[src/dfd_defines.svh]
// register offsets, function codes, reset values and field widths for the input function decoder
`ifndef DFD_DEFINES_SVH
`define DFD_DEFINES_SVH

`define DFD_NUM_TERM      9
`define DFD_FSEL_W        6
`define DFD_ADDR_W        8
`define DFD_DATA_W        16
`define DFD_IRQ_W         5

// register offsets
`define DFD_A_FSEL0       8'h00
`define DFD_A_FSEL_LAST   8'h08
`define DFD_A_PID_MODE    8'h09
`define DFD_A_LINK_FUNC   8'h0a
`define DFD_A_START_CHAR  8'h0b
`define DFD_A_TERM_STATE  8'h10
`define DFD_A_FUNC_STATE  8'h11
`define DFD_A_IRQ_STATUS  8'h12
`define DFD_A_IRQ_CLEAR   8'h13
`define DFD_A_IRQ_ENABLE  8'h14

// function numbers
`define DFD_F_FREQ2       6'h0b
`define DFD_F_WRITE_EN    6'h13
`define DFD_F_PID_CANCEL  6'h14
`define DFD_F_INVERSE     6'h15
`define DFD_F_INTERLOCK   6'h16
`define DFD_F_LINK_EN     6'h18
`define DFD_F_UNIVERSAL   6'h19
`define DFD_F_PICKUP      6'h1a
`define DFD_F_STOP_NORM   6'h1e
`define DFD_F_STOP_DEC4   6'h1f
`define DFD_F_FREQ1_REV   6'h23

// pid mode values that mean pid is active
`define DFD_PID_ON_A      2'h1
`define DFD_PID_ON_B      2'h2

// alarm code shown on a forced stop or a function conflict (value arbitrary)
`define DFD_STOP_ALARM    8'h06

// irq bit positions
`define DFD_I_STOP        0
`define DFD_I_CONFLICT    1
`define DFD_I_INTERLOCK   2
`define DFD_I_UNIVERSAL   3
`define DFD_I_WR_REFUSED  4

// reset values
`define DFD_PID_MODE_RST  2'h0
`define DFD_LINK_RST      2'h0
`define DFD_START_RST     1'b0

`endif

[src/dfd_pkg.sv]
// types shared by the input function decoder
`include "dfd_defines.svh"

package dfd_pkg;

    typedef logic [`DFD_ADDR_W-1:0]                      dfd_addr_t;
    typedef logic [`DFD_DATA_W-1:0]                      dfd_data_t;
    typedef logic [`DFD_NUM_TERM-1:0]                    dfd_term_t;
    typedef logic [`DFD_NUM_TERM-1:0][`DFD_FSEL_W-1:0]   dfd_fsel_t;

    typedef struct packed {
        logic write_en;
        logic pid_cancel;
        logic inverse;
        logic interlock;
        logic link_en;
        logic universal;
        logic pickup;
        logic stop_norm;
        logic stop_dec4;
        logic freq_src2;
        logic conflict;
    } dfd_fn_t;

    typedef enum logic {
        FS_IDLE,
        FS_TRIP
    } dfd_fs_state_t;

endpackage

[src/dfd_input_decoder.sv]
// input terminal synchroniser, function decoder, settings registers and forced stop control
//
// The implementer's own choices: the register addresses and the address-and-strobe port.
`timescale 1ns/1ps
`include "dfd_defines.svh"

module dfd_input_decoder (
    input  wire logic               I_CLK,
    input  wire logic               I_RST_B,
    input  wire dfd_pkg::dfd_term_t I_TERM,
    input  wire logic               I_RUNNING,
    input  wire dfd_pkg::dfd_addr_t I_ADDR,
    input  wire dfd_pkg::dfd_data_t I_WDATA,
    input  wire logic               I_WR,
    input  wire logic               I_RD,
    output logic                    O_WRITE_EN,
    output logic                    O_PID_EN,
    output logic                    O_KEYPAD_FREQ,
    output logic                    O_ANALOG_INVERT,
    output logic                    O_PF_DETECT,
    output logic                    O_LINK_EN,
    output logic                    O_PICKUP_EN,
    output logic                    O_RUN_PERMIT,
    output logic                    O_FORCED_STOP,
    output logic                    O_USE_DECEL4,
    output logic                    O_FREQ_SRC2,
    output logic                    O_STOP_ALARM,
    output logic                    O_CONFLICT_ALARM,
    output logic [7:0]              O_ALARM_CODE,
    output logic                    O_IRQ,
    output dfd_pkg::dfd_data_t      O_RDATA
);
    import dfd_pkg::*;

    // OR of the (synchronised) levels of every terminal set to code
    function automatic logic fn_lvl(input dfd_fsel_t fs, input dfd_term_t t, input logic [`DFD_FSEL_W-1:0] code);
        logic r;
        r = 1'b0;
        for (int i = 0; i < `DFD_NUM_TERM; i++) begin
            r = r | ((fs[i] == code) & t[i]);
        end
        return r;
    endfunction

    function automatic logic fn_asg(input dfd_fsel_t fs, input logic [`DFD_FSEL_W-1:0] code);
        logic r;
        r = 1'b0;
        for (int i = 0; i < `DFD_NUM_TERM; i++) begin
            r = r | (fs[i] == code);
        end
        return r;
    endfunction

    dfd_term_t      s1_q;
    dfd_term_t      s2_q;
    dfd_term_t      s3_q;
    dfd_term_t      term_q;
    dfd_fsel_t      fsel_q;
    logic [1:0]     pid_mode_q;
    logic [1:0]     link_func_q;
    logic           start_char_q;
    dfd_fn_t        fn;
    logic           pid_active;
    dfd_fs_state_t  fs_q;
    dfd_fs_state_t  fs_d;
    logic           dec4_q;
    logic [`DFD_IRQ_W-1:0] irq_st_q;
    logic [`DFD_IRQ_W-1:0] irq_en_q;
    logic [`DFD_IRQ_W-1:0] irq_ev;
    logic           conflict_q;
    logic           ilk_q;
    logic           univ_q;
    logic           param_addr;
    logic           fsel_addr;
    logic           wr_refused;

    // three stage sync; a change counts once stages two and three agree
    generate
        for (genvar g = 0; g < `DFD_NUM_TERM; g++) begin : g_sync
            always_ff @(posedge I_CLK or negedge I_RST_B) begin
                if (!I_RST_B) begin
                    s1_q[g]   <= 1'b0;
                    s2_q[g]   <= 1'b0;
                    s3_q[g]   <= 1'b0;
                    term_q[g] <= 1'b0;
                end else begin
                    s1_q[g] <= I_TERM[g];
                    s2_q[g] <= s1_q[g];
                    s3_q[g] <= s2_q[g];
                    if (s2_q[g] == s3_q[g]) begin
                        term_q[g] <= s3_q[g];
                    end
                end
            end
        end
    endgenerate

    assign pid_active = (pid_mode_q == `DFD_PID_ON_A) || (pid_mode_q == `DFD_PID_ON_B);

    always_comb begin
        fn            = '0;
        fn.write_en   = !fn_asg(fsel_q, `DFD_F_WRITE_EN) | fn_lvl(fsel_q, term_q, `DFD_F_WRITE_EN);
        fn.pid_cancel = fn_lvl(fsel_q, term_q, `DFD_F_PID_CANCEL);
        fn.inverse    = fn_lvl(fsel_q, term_q, `DFD_F_INVERSE) & !pid_active;
        fn.interlock  = fn_lvl(fsel_q, term_q, `DFD_F_INTERLOCK);
        fn.link_en    = (link_func_q != `DFD_LINK_RST)
                        & (!fn_asg(fsel_q, `DFD_F_LINK_EN) | fn_lvl(fsel_q, term_q, `DFD_F_LINK_EN));
        fn.universal  = fn_lvl(fsel_q, term_q, `DFD_F_UNIVERSAL);
        fn.pickup     = start_char_q
                        & (!fn_asg(fsel_q, `DFD_F_PICKUP) | fn_lvl(fsel_q, term_q, `DFD_F_PICKUP));
        // stop inputs are active when off
        fn.stop_norm  = fn_asg(fsel_q, `DFD_F_STOP_NORM) & !fn_lvl(fsel_q, term_q, `DFD_F_STOP_NORM);
        fn.stop_dec4  = fn_asg(fsel_q, `DFD_F_STOP_DEC4) & !fn_lvl(fsel_q, term_q, `DFD_F_STOP_DEC4);
        fn.conflict   = fn_asg(fsel_q, `DFD_F_FREQ2) & fn_asg(fsel_q, `DFD_F_FREQ1_REV);
        // with a conflict the first source stays selected
        if (fn.conflict) begin
            fn.freq_src2 = 1'b0;
        end else if (fn_asg(fsel_q, `DFD_F_FREQ2)) begin
            fn.freq_src2 = fn_lvl(fsel_q, term_q, `DFD_F_FREQ2);
        end else if (fn_asg(fsel_q, `DFD_F_FREQ1_REV)) begin
            fn.freq_src2 = !fn_lvl(fsel_q, term_q, `DFD_F_FREQ1_REV);
        end else begin
            fn.freq_src2 = 1'b0;
        end
    end

    // register bus: parameter writes refused while write enable is off
    assign fsel_addr  = I_ADDR <= `DFD_A_FSEL_LAST;
    assign param_addr = fsel_addr || (I_ADDR == `DFD_A_PID_MODE) ||
                        (I_ADDR == `DFD_A_LINK_FUNC) || (I_ADDR == `DFD_A_START_CHAR);
    assign wr_refused = I_WR && param_addr && !fn.write_en;

    always_ff @(posedge I_CLK or negedge I_RST_B) begin
        if (!I_RST_B) begin
            for (int i = 0; i < `DFD_NUM_TERM; i++) begin
                fsel_q[i] <= `DFD_FSEL_W'(i); // factory assignment
            end
        end else if (I_WR && fsel_addr && fn.write_en) begin
            fsel_q[I_ADDR[3:0]] <= I_WDATA[`DFD_FSEL_W-1:0];
        end
    end

    always_ff @(posedge I_CLK or negedge I_RST_B) begin
        if (!I_RST_B) begin
            pid_mode_q   <= `DFD_PID_MODE_RST;
            link_func_q  <= `DFD_LINK_RST;
            start_char_q <= `DFD_START_RST;
        end else if (I_WR && fn.write_en) begin
            if (I_ADDR == `DFD_A_PID_MODE) begin
                pid_mode_q <= I_WDATA[1:0];
            end
            if (I_ADDR == `DFD_A_LINK_FUNC) begin
                link_func_q <= I_WDATA[1:0];
            end
            if (I_ADDR == `DFD_A_START_CHAR) begin
                start_char_q <= I_WDATA[0];
            end
        end
    end

    // forced stop: trips only while running, holds until the input is back on
    // and software has cleared the stop status bit
    always_comb begin
        fs_d = fs_q;
        unique case (fs_q)
            FS_IDLE: begin
                if ((fn.stop_norm || fn.stop_dec4) && I_RUNNING) begin
                    fs_d = FS_TRIP;
                end
            end
            FS_TRIP: begin
                if (!fn.stop_norm && !fn.stop_dec4 && !irq_st_q[`DFD_I_STOP]) begin
                    fs_d = FS_IDLE;
                end
            end
        endcase
    end

    always_ff @(posedge I_CLK or negedge I_RST_B) begin
        if (!I_RST_B) begin
            fs_q   <= FS_IDLE;
            dec4_q <= 1'b0;
        end else begin
            fs_q <= fs_d;
            // the fourth decel time is chosen if the second variant is asserted;
            // torque limiting may still stretch the ramp beyond it
            if (fs_q == FS_IDLE) begin
                dec4_q <= fn.stop_dec4;
            end else if (fn.stop_dec4) begin
                dec4_q <= 1'b1;
            end
        end
    end

    // interrupt events and sticky status
    always_ff @(posedge I_CLK or negedge I_RST_B) begin
        if (!I_RST_B) begin
            conflict_q <= 1'b0;
            ilk_q      <= 1'b0;
            univ_q     <= 1'b0;
        end else begin
            conflict_q <= fn.conflict;
            ilk_q      <= fn.interlock;
            univ_q     <= fn.universal;
        end
    end

    always_comb begin
        irq_ev                    = '0;
        irq_ev[`DFD_I_STOP]       = (fs_q == FS_IDLE) && (fs_d == FS_TRIP);
        irq_ev[`DFD_I_CONFLICT]   = fn.conflict && !conflict_q;
        irq_ev[`DFD_I_INTERLOCK]  = fn.interlock && !ilk_q;
        irq_ev[`DFD_I_UNIVERSAL]  = fn.universal != univ_q;
        irq_ev[`DFD_I_WR_REFUSED] = wr_refused;
    end

    // a new event in the clearing cycle keeps its bit set
    always_ff @(posedge I_CLK or negedge I_RST_B) begin
        if (!I_RST_B) begin
            irq_st_q <= '0;
        end else if (I_WR && (I_ADDR == `DFD_A_IRQ_CLEAR)) begin
            irq_st_q <= (irq_st_q & ~I_WDATA[`DFD_IRQ_W-1:0]) | irq_ev;
        end else begin
            irq_st_q <= irq_st_q | irq_ev;
        end
    end

    always_ff @(posedge I_CLK or negedge I_RST_B) begin
        if (!I_RST_B) begin
            irq_en_q <= '0;
        end else if (I_WR && (I_ADDR == `DFD_A_IRQ_ENABLE)) begin
            irq_en_q <= I_WDATA[`DFD_IRQ_W-1:0];
        end
    end

    // registered control outputs
    always_ff @(posedge I_CLK or negedge I_RST_B) begin
        if (!I_RST_B) begin
            O_WRITE_EN       <= 1'b1;
            O_PID_EN         <= 1'b0;
            O_KEYPAD_FREQ    <= 1'b0;
            O_ANALOG_INVERT  <= 1'b0;
            O_PF_DETECT      <= 1'b0;
            O_LINK_EN        <= 1'b0;
            O_PICKUP_EN      <= 1'b0;
            O_FREQ_SRC2      <= 1'b0;
            O_CONFLICT_ALARM <= 1'b0;
            O_IRQ            <= 1'b0;
        end else begin
            O_WRITE_EN       <= fn.write_en;
            O_PID_EN         <= pid_active && !fn.pid_cancel;
            O_KEYPAD_FREQ    <= pid_active && fn.pid_cancel;
            O_ANALOG_INVERT  <= fn.inverse;
            O_PF_DETECT      <= fn.interlock;
            O_LINK_EN        <= fn.link_en && (fs_d == FS_IDLE);
            O_PICKUP_EN      <= fn.pickup;
            O_FREQ_SRC2      <= fn.freq_src2;
            O_CONFLICT_ALARM <= fn.conflict;
            O_IRQ            <= |(irq_st_q & irq_en_q);
        end
    end

    // stop overrides terminal, keypad and link run commands alike
    always_ff @(posedge I_CLK or negedge I_RST_B) begin
        if (!I_RST_B) begin
            O_FORCED_STOP <= 1'b0;
            O_RUN_PERMIT  <= 1'b0;
            O_USE_DECEL4  <= 1'b0;
            O_STOP_ALARM  <= 1'b0;
            O_ALARM_CODE  <= '0;
        end else begin
            O_FORCED_STOP <= fs_d == FS_TRIP;
            O_RUN_PERMIT  <= fs_d == FS_IDLE;
            O_USE_DECEL4  <= (fs_q == FS_TRIP) && dec4_q;
            O_STOP_ALARM  <= fs_d == FS_TRIP;
            O_ALARM_CODE  <= ((fs_d == FS_TRIP) || fn.conflict) ? `DFD_STOP_ALARM : '0;
        end
    end

    // read data stand only in the cycle after the strobe
    always_ff @(posedge I_CLK or negedge I_RST_B) begin
        if (!I_RST_B) begin
            O_RDATA <= '0;
        end else if (!I_RD) begin
            O_RDATA <= '0;
        end else if (fsel_addr) begin
            O_RDATA <= dfd_data_t'(fsel_q[I_ADDR[3:0]]);
        end else begin
            unique case (I_ADDR)
                `DFD_A_PID_MODE:   O_RDATA <= dfd_data_t'(pid_mode_q);
                `DFD_A_LINK_FUNC:  O_RDATA <= dfd_data_t'(link_func_q);
                `DFD_A_START_CHAR: O_RDATA <= dfd_data_t'(start_char_q);
                `DFD_A_TERM_STATE: O_RDATA <= dfd_data_t'(term_q);
                `DFD_A_FUNC_STATE: O_RDATA <= dfd_data_t'(fn);
                `DFD_A_IRQ_STATUS: O_RDATA <= dfd_data_t'(irq_st_q);
                `DFD_A_IRQ_ENABLE: O_RDATA <= dfd_data_t'(irq_en_q);
                default:           O_RDATA <= '0;
            endcase
        end
    end
endmodule

[config.mk]
export PLATFORM = sky130hd
export DESIGN_NAME = dfd_input_decoder
export DESIGN_NICKNAME = d
export VERILOG_FILES = /design/src/dfd_pkg.sv /design/src/dfd_input_decoder.sv
export VERILOG_INCLUDE_DIRS = /design/src
export SDC_FILE = /design/constraint.sdc
export NUM_CORES = 1
export LEC_CHECK = 0
export BUFFER_PORTS_ARGS = -buffer_cell sky130_fd_sc_hd__buf_2
export CORE_MARGIN = 2
export CORE_UTILIZATION = 54
export CTS_CLUSTER_SIZE = 14
export DETAILED_ROUTE_END_ITERATION = 6
export HOLD_SLACK_MARGIN = 0.15
export PLACE_DENSITY = 0.86
export SLEW_MARGIN = 20
export SYNTH_ARGS = -nofsm -noshare
export SYNTH_HDL_FRONTEND = slang
export SYNTH_SLANG_ARGS = --single-unit
[constraint.sdc]
create_clock -name I_CLK -period 2.2 [get_ports I_CLK]
set_input_delay 0 -clock I_CLK [delete_from_list [all_inputs] [get_ports I_CLK]]
set_output_delay 0 -clock I_CLK [all_outputs]
set_load 0.01 [all_outputs]
Yosys cells after proc, flatten, opt, wreduce, memory -nomap -nowiden
Index checks and enable logic that the tools add are counted.
{"block": "op_classes", "n_lt_le_gt_ge": 3, "n_eq_ne": 120, "muxes": 18, "n_bitwise": 259, "n_reduce_logical": 43}
{"op": "6-bit by 5-bit == test with 1-bit output, second input constant", "n": 81}
{"op": "1-bit bitwise OR", "n": 147}
{"op": "1-bit AND", "n": 105}
{"op": "11-bit case mux with 7 select lines", "n": 1}
{"op": "54-bit bitwise mux", "n": 1}
{"op": "6-bit by 4-bit == test with 1-bit output, second input constant", "n": 9}
{"op": "6-bit == test, second input constant", "n": 9}
{"op": "8-bit by 5-bit == test with 1-bit output, second input constant", "n": 5}
{"op": "6-bit binary-select mux with 4-bit select", "n": 1}
{"op": "6-bit demux with 4-bit select", "n": 1}
{"op": "8-bit by 4-bit == test with 1-bit output, second input constant", "n": 3}
{"op": "11-bit two-way mux", "n": 2}
{"op": "1-bit logical AND", "n": 18}
{"op": "1-bit zero test", "n": 14}
{"op": "6-bit two-way mux", "n": 2}
{"op": "5-bit AND", "n": 2}
{"op": "5-bit bitwise OR", "n": 2}
{"op": "1-bit == test", "n": 9}
{"op": "8-bit by 4-bit <= comparator with 1-bit output, second input constant", "n": 1}
{"op": "1-bit two-way mux", "n": 7}
{"op": "1-bit logical OR", "n": 6}
{"op": "2-bit AND reduction", "n": 3}
{"op": "4-bit by 5-bit < comparator with 1-bit output, second input constant", "n": 1}
{"op": "5-bit two-way mux", "n": 1}
{"op": "11 further kinds", "n": 12}
{"block": "word_totals", "reg_bits": 139, "input_bits": 38, "out_inout_bits": 38, "elab_cells": 510}

Depth between registers and ports, before layout
{"block": "depth", "ltp_word": 20, "mapped_depth": 8, "depth_no_buf": 7}

Least setup slack after synthesis
OpenSTA, ideal clock, no wires.
{"block": "synth_timing", "kind": "register to register", "from": "register fsel_q[38] (netlist name)", "to": "register start_char_q", "setup_ps": 125, "arrival_time_ps": 2315, "required_ps": 2075, "setup_slack_ps": -239, "path_stages_with_launch": 8, "n_path_buf": 2, "period_less_slack_ps": 2439, "path_cell_list": "dfstp_2 > clkbuf_1 > nor3_1 > a2111oi_2 > nand3_1 > buf_4 > a2111oi_2 > mux2_2"}
{"block": "synth_via", "elab_chain_len": 8, "elab_cells_between_ends": 12, "classes_between": "1 x eq/ne; 8 x bitwise; 3 x reduce/logical"}
{"element": "start, declared", "line": "dfd_input_decoder.sv:58", "rtl": "dfd_fsel_t fsel_q;"}
{"element": "start signal, assigned by index", "line": "dfd_input_decoder.sv:136", "rtl": "fsel_q[i] <= `DFD_FSEL_W'(i);"}
{"element": "start signal, assigned by index", "line": "dfd_input_decoder.sv:139", "rtl": "fsel_q[I_ADDR[3:0]] <= I_WDATA[`DFD_FSEL_W-1:0];"}
{"element": "6-bit by 5-bit == test with 1-bit output (*)", "line": "dfd_input_decoder.sv:40, dfd_input_decoder.sv:49"}
{"element": "1-bit AND / 1-bit bitwise OR (equally long branches)", "line": "dfd_input_decoder.sv:40, dfd_input_decoder.sv:49"}
{"element": "1-bit bitwise OR, on equally long branches (2 in series)", "line": "dfd_input_decoder.sv:40, dfd_input_decoder.sv:49"}
{"element": "1-bit bitwise OR / 1-bit zero test (equally long branches)", "line": "dfd_input_decoder.sv:40, dfd_input_decoder.sv:102"}
{"element": "1-bit bitwise OR (*)", "line": "dfd_input_decoder.sv:102", "rtl": "fn.write_en = !fn_asg(fsel_q, `DFD_F_WRITE_EN) | fn_lvl(fsel_q, term_q, `DFD_F_WRITE_EN);"}
{"element": "1-bit logical AND (*)", "line": "dfd_input_decoder.sv:148", "rtl": "end else if (I_WR && fn.write_en) begin"}
{"element": "2-bit AND reduction (no line) (*)"}
{"element": "end signal, assigned", "line": "dfd_input_decoder.sv:147", "rtl": "start_char_q <= `DFD_START_RST;"}
{"element": "end signal, assigned", "line": "dfd_input_decoder.sv:156", "rtl": "start_char_q <= I_WDATA[0];"}
{"element": "end, declared", "line": "dfd_input_decoder.sv:61", "rtl": "logic start_char_q;"}
Every way passes the cells marked *; elsewhere a longest branch is shown, timed or not.
A chain may end at the register's enable or synchronous reset.

Final worst setup path
{"block": "layout_timing", "from": "register fsel_q[18] (netlist name)", "to": "register fsel_q[49] (netlist name)"}
{"block": "layout_via", "elab_chain_len": 10, "elab_cells_between_ends": 17, "classes_between": "1 x eq/ne; 14 x bitwise; 2 x reduce/logical"}
{"element": "6-bit by 5-bit == test with 1-bit output (*)", "line": "dfd_input_decoder.sv:40, dfd_input_decoder.sv:49"}
{"element": "1-bit AND / 1-bit bitwise OR (equally long branches)", "line": "dfd_input_decoder.sv:40, dfd_input_decoder.sv:49"}
{"element": "1-bit bitwise OR, on equally long branches (5 in series)", "line": "dfd_input_decoder.sv:40, dfd_input_decoder.sv:49"}
{"element": "1-bit bitwise OR / 1-bit zero test (equally long branches)", "line": "dfd_input_decoder.sv:40, dfd_input_decoder.sv:102"}
{"element": "1-bit bitwise OR (*)", "line": "dfd_input_decoder.sv:102"}
{"element": "1-bit logical AND (*)", "line": "dfd_input_decoder.sv:138", "rtl": "end else if (I_WR && fsel_addr && fn.write_en) begin"}
Marks and branches as above.

==> results.yml <==
timing:
  drv_slew: 0
  rsz0062_at_grt: "yes"
  worst_pin_slew_ps: 901
  finalHoldViolations: 0
  setup-tns-final_ps: -21830
  period_share_pct: 120
  fmaxAchievable_ghz: 0.380
  fin_crit_ps: 2630
  clock_skew_ps: 14.1
  timing.final.ws_setup_ps: -434
  max_slew_margin_pct: 39.4
  finalSetupViolCount: 83
clocking:
  cts_buffer_depth: 2
  ctsRootBufferMaster: "clkbuf_16"
  cts_sinks: 132
  htree_levels: 4
  cts_tree: "done"
  insertion_delay_ps: 450
  cts_buffers: 17
  clk_pin_slew_worst_paths_ps: 60
placed_design:
  dpl_cell_area_sq_um: 9160
  port_buffers: 54
  gp_congestion: 1.10
  hpwl_um: 22600
critical_path:
  arrival_ps: 2950
  critPathCaptureType: "flip-flop"
  crit_fanout: 11
  crit_slowest_cell: "dfstp_2"
  cp-start-kind: "flip-flop"
  max_stage_delay_ps: 610
  cp_cell_sequence: "and4_1 -> a32o_1 -> nor4_4 -> buf_12 -> a211oi_2 -> buf_4 -> mux2_2"
  cp.required_ps: 2520
  crit_type: "flip-flop to flip-flop"
status:
  violations: "design-rule violations, negative setup slack"
  status: "finished with violations"
global_route:
  use_met2_pct: 74.6
  grt_max_degree: 66
  busiest_layer: "met2"
  first_global_vias: 8298
  grt_first_pass_wirelength_um: 52300
  grt_antenna_before_repair: 2
  met3_usage_pct: 21.0
  grtUsageTotal_pct: 49.6
  overflow: 0
  use_met1_pct: 57.7
logic_synthesis:
  synthDominantCellAreaShare_pct: 39.8
  ys_warn_count: 0
  syn_inst: 664
  synth_edf_count: 0
  synth_most_common_cell: "dfrtp_1"
  yosysSeqAreaShare_pct: 44.7
  syn_area_sq_um: 7420
  synth.distinct_cells: 76
  yosys-top-cells-area: "dfrtp_1, mux2_2, dfstp_2"
  synth-seq-cells: 132
  synth_top_flop_cell: "dfrtp_1"
  avgSynthCellArea_sq_um: 11.2
  synthArstFlopShare_pct: 100
  yosysTopAreaCell: "dfrtp_1"
  synth_common_cells: "dfrtp_1, mux2_2, nand2_1"
cells_and_area:
  multi_input_area_sq_um: 4630
  seq_area_sq_um: 3320
  final_nets: 977
  fin_area_sq_um: 11100
  drive_above_1_share_pct: 52.9
  nFillCells: 674
  syn_to_final_growth_pct: 49.6
pwr:
  leakage_nw: 4.83
  ir_drop_mv: 0.782
  pwr_density_cell_nw_per_um2: 588
drt:
  vias: 8277
  drt-total-wl_um: 37000
  drc_errors: 29
  first_iter_violations: 1506
  post_drt_wl_per_cell_um: 32.7
  postRouteAntennaNets: 0
  post_drt_via_cell_ratio: 7.33
  detail_route.first_pass.iterations: 7
min_path:
  hold_class: "input pin to flip-flop"
die:
  dieWidth_um: 121
  core_area_sq_um: 13300
  die_area_sq_um: 14700
  start_util_pct: 55.6
  fp-row-count: 42
  ios: 76
  fp.dieH_um: 121
run:
  maxCapViolCount: 0
-- stage by stage --
step | util [%] | hold slack [ps] | power [W] | std cells | setup slack (ps)
after floorplan | - | -296 | 0.00298 | 674 | -156
after global placement | 68.6 | -33.7 | 0.00341 | 1038 | -290
after detailed placement | 68.6 | -10.1 | 0.00344 | 1038 | -386
after CTS | 78.9 | 189 | 0.00634 | 1112 | -287
after global routing | 83.2 | 187 | 0.00665 | 1129 | -436
final | 83.2 | 191 | 0.00653 | 1129 | -434
-- kinds of logic after synthesis --
kind of cell	count (synthesis)	synth area share (%)
AND/OR/NAND/NOR	253	21.4
other	1	0.0505
adder cells (fa/ha/maj)	9	1.21
flip-flops	132	44.7
AO/OA/AOI/OAI	125	13.9
XOR/XNOR	2	0.236
buffers and inverters	55	3.64
multiplexers	87	14.9
-- critical path, delay by kind of cell (launching register included) --
kind | cells | cell delay, ps
DFF | 1 | 610
muxes | 1 | 360
buffers and inverters | 2 | 380
AOI/OAI and AO/OA | 2 | 580
and+or+nand+nor | 2 | 580
-- where the power goes --
part           switching [W]  internal (W)  total [W]
clock network        0.00126       0.00163    0.00289
logic               0.000532      0.000434   0.000966
registers           0.000134       0.00255    0.00268
-- layer usage --
layer  up-vias  wire (um)
met1      3899      12000
met2       897      15600
met3       373       5220
li1       3104          -
met4         4       4060
met5         -        106
-- final cells by class --
| class | count | share of cell area [%] |
|---|---|---|
| flip-flops and latches | 132 | 29.9 |
| diodes | 1 | 0.0225 |
| multi-input cells | 487 | 41.7 |
| inverters | 11 | 0.394 |
| clock inverters | 13 | 1.26 |
| repair buffers | 290 | 20.7 |
| well taps | 176 | 1.98 |
| clock buffers | 19 | 3.99 |
-- repair_timing --
action,4_1_cts,5_1_grt
pin swaps,9,47
resized for setup,91,104
endpoints found under the hold margin,190,0
buffers inserted,15,24
hold buffers,27,0
setup endpoints to repair,74,86
-- state kept, by name, indices dropped and copies added (netlist names), 2 cells and up --
signal and cells:
irq_st_q 5, term_q 9, irq_en_q 5, O_RDATA 11, pid_mode_q 2, fsel_q 54
link_func_q 2, s1_q 9, s2_q 9, s3_q 9
-- cell usage in the layout, fill, tap and decap left out, types with 10 or more instances in the layout --
cell,instances
or4bb_4,10
mux4_2,12
dfrtp_1,116
nand2_1,39
dfstp_2,14
buf_4,181
buf_2,53
clkbuf_16,17
nand3_1,19
o22ai_2,16
conb_1,11
nand2b_1,14
mux2_4,45
mux2_2,23
nor3_1,11
nor2_1,33
o22ai_1,17
dlygate4sd3_1,25
buf_6,21
nand3b_1,18
-- path summary, 6_finish.rpt --
kind | from | end | slack [ps] | depth (start not counted)
worst min register to register | s1_q[7]$_DFF_PN0_ | s2_q[7]$_DFF_PN0_ | 350 | 0
worst max-delay path | fsel_q[18]$_DFFE_PN1P_ | fsel_q[49]$_DFFE_PN0P_ | -430 | 7
max in group asynchronous | I_RST_B | fsel_q[43]$_DFFE_PN1P_ | 990 | 4
worst max register to register | fsel_q[18]$_DFFE_PN1P_ | fsel_q[49]$_DFFE_PN0P_ | -430 | 7
worst min-delay path | I_TERM[6] | s1_q[6]$_DFF_PN0_ | 190 | 2
min in group asynchronous | I_RST_B | s2_q[3]$_DFF_PN0_ | 740 | 4
No activity file was read; power rests on OpenSTA's default activity.
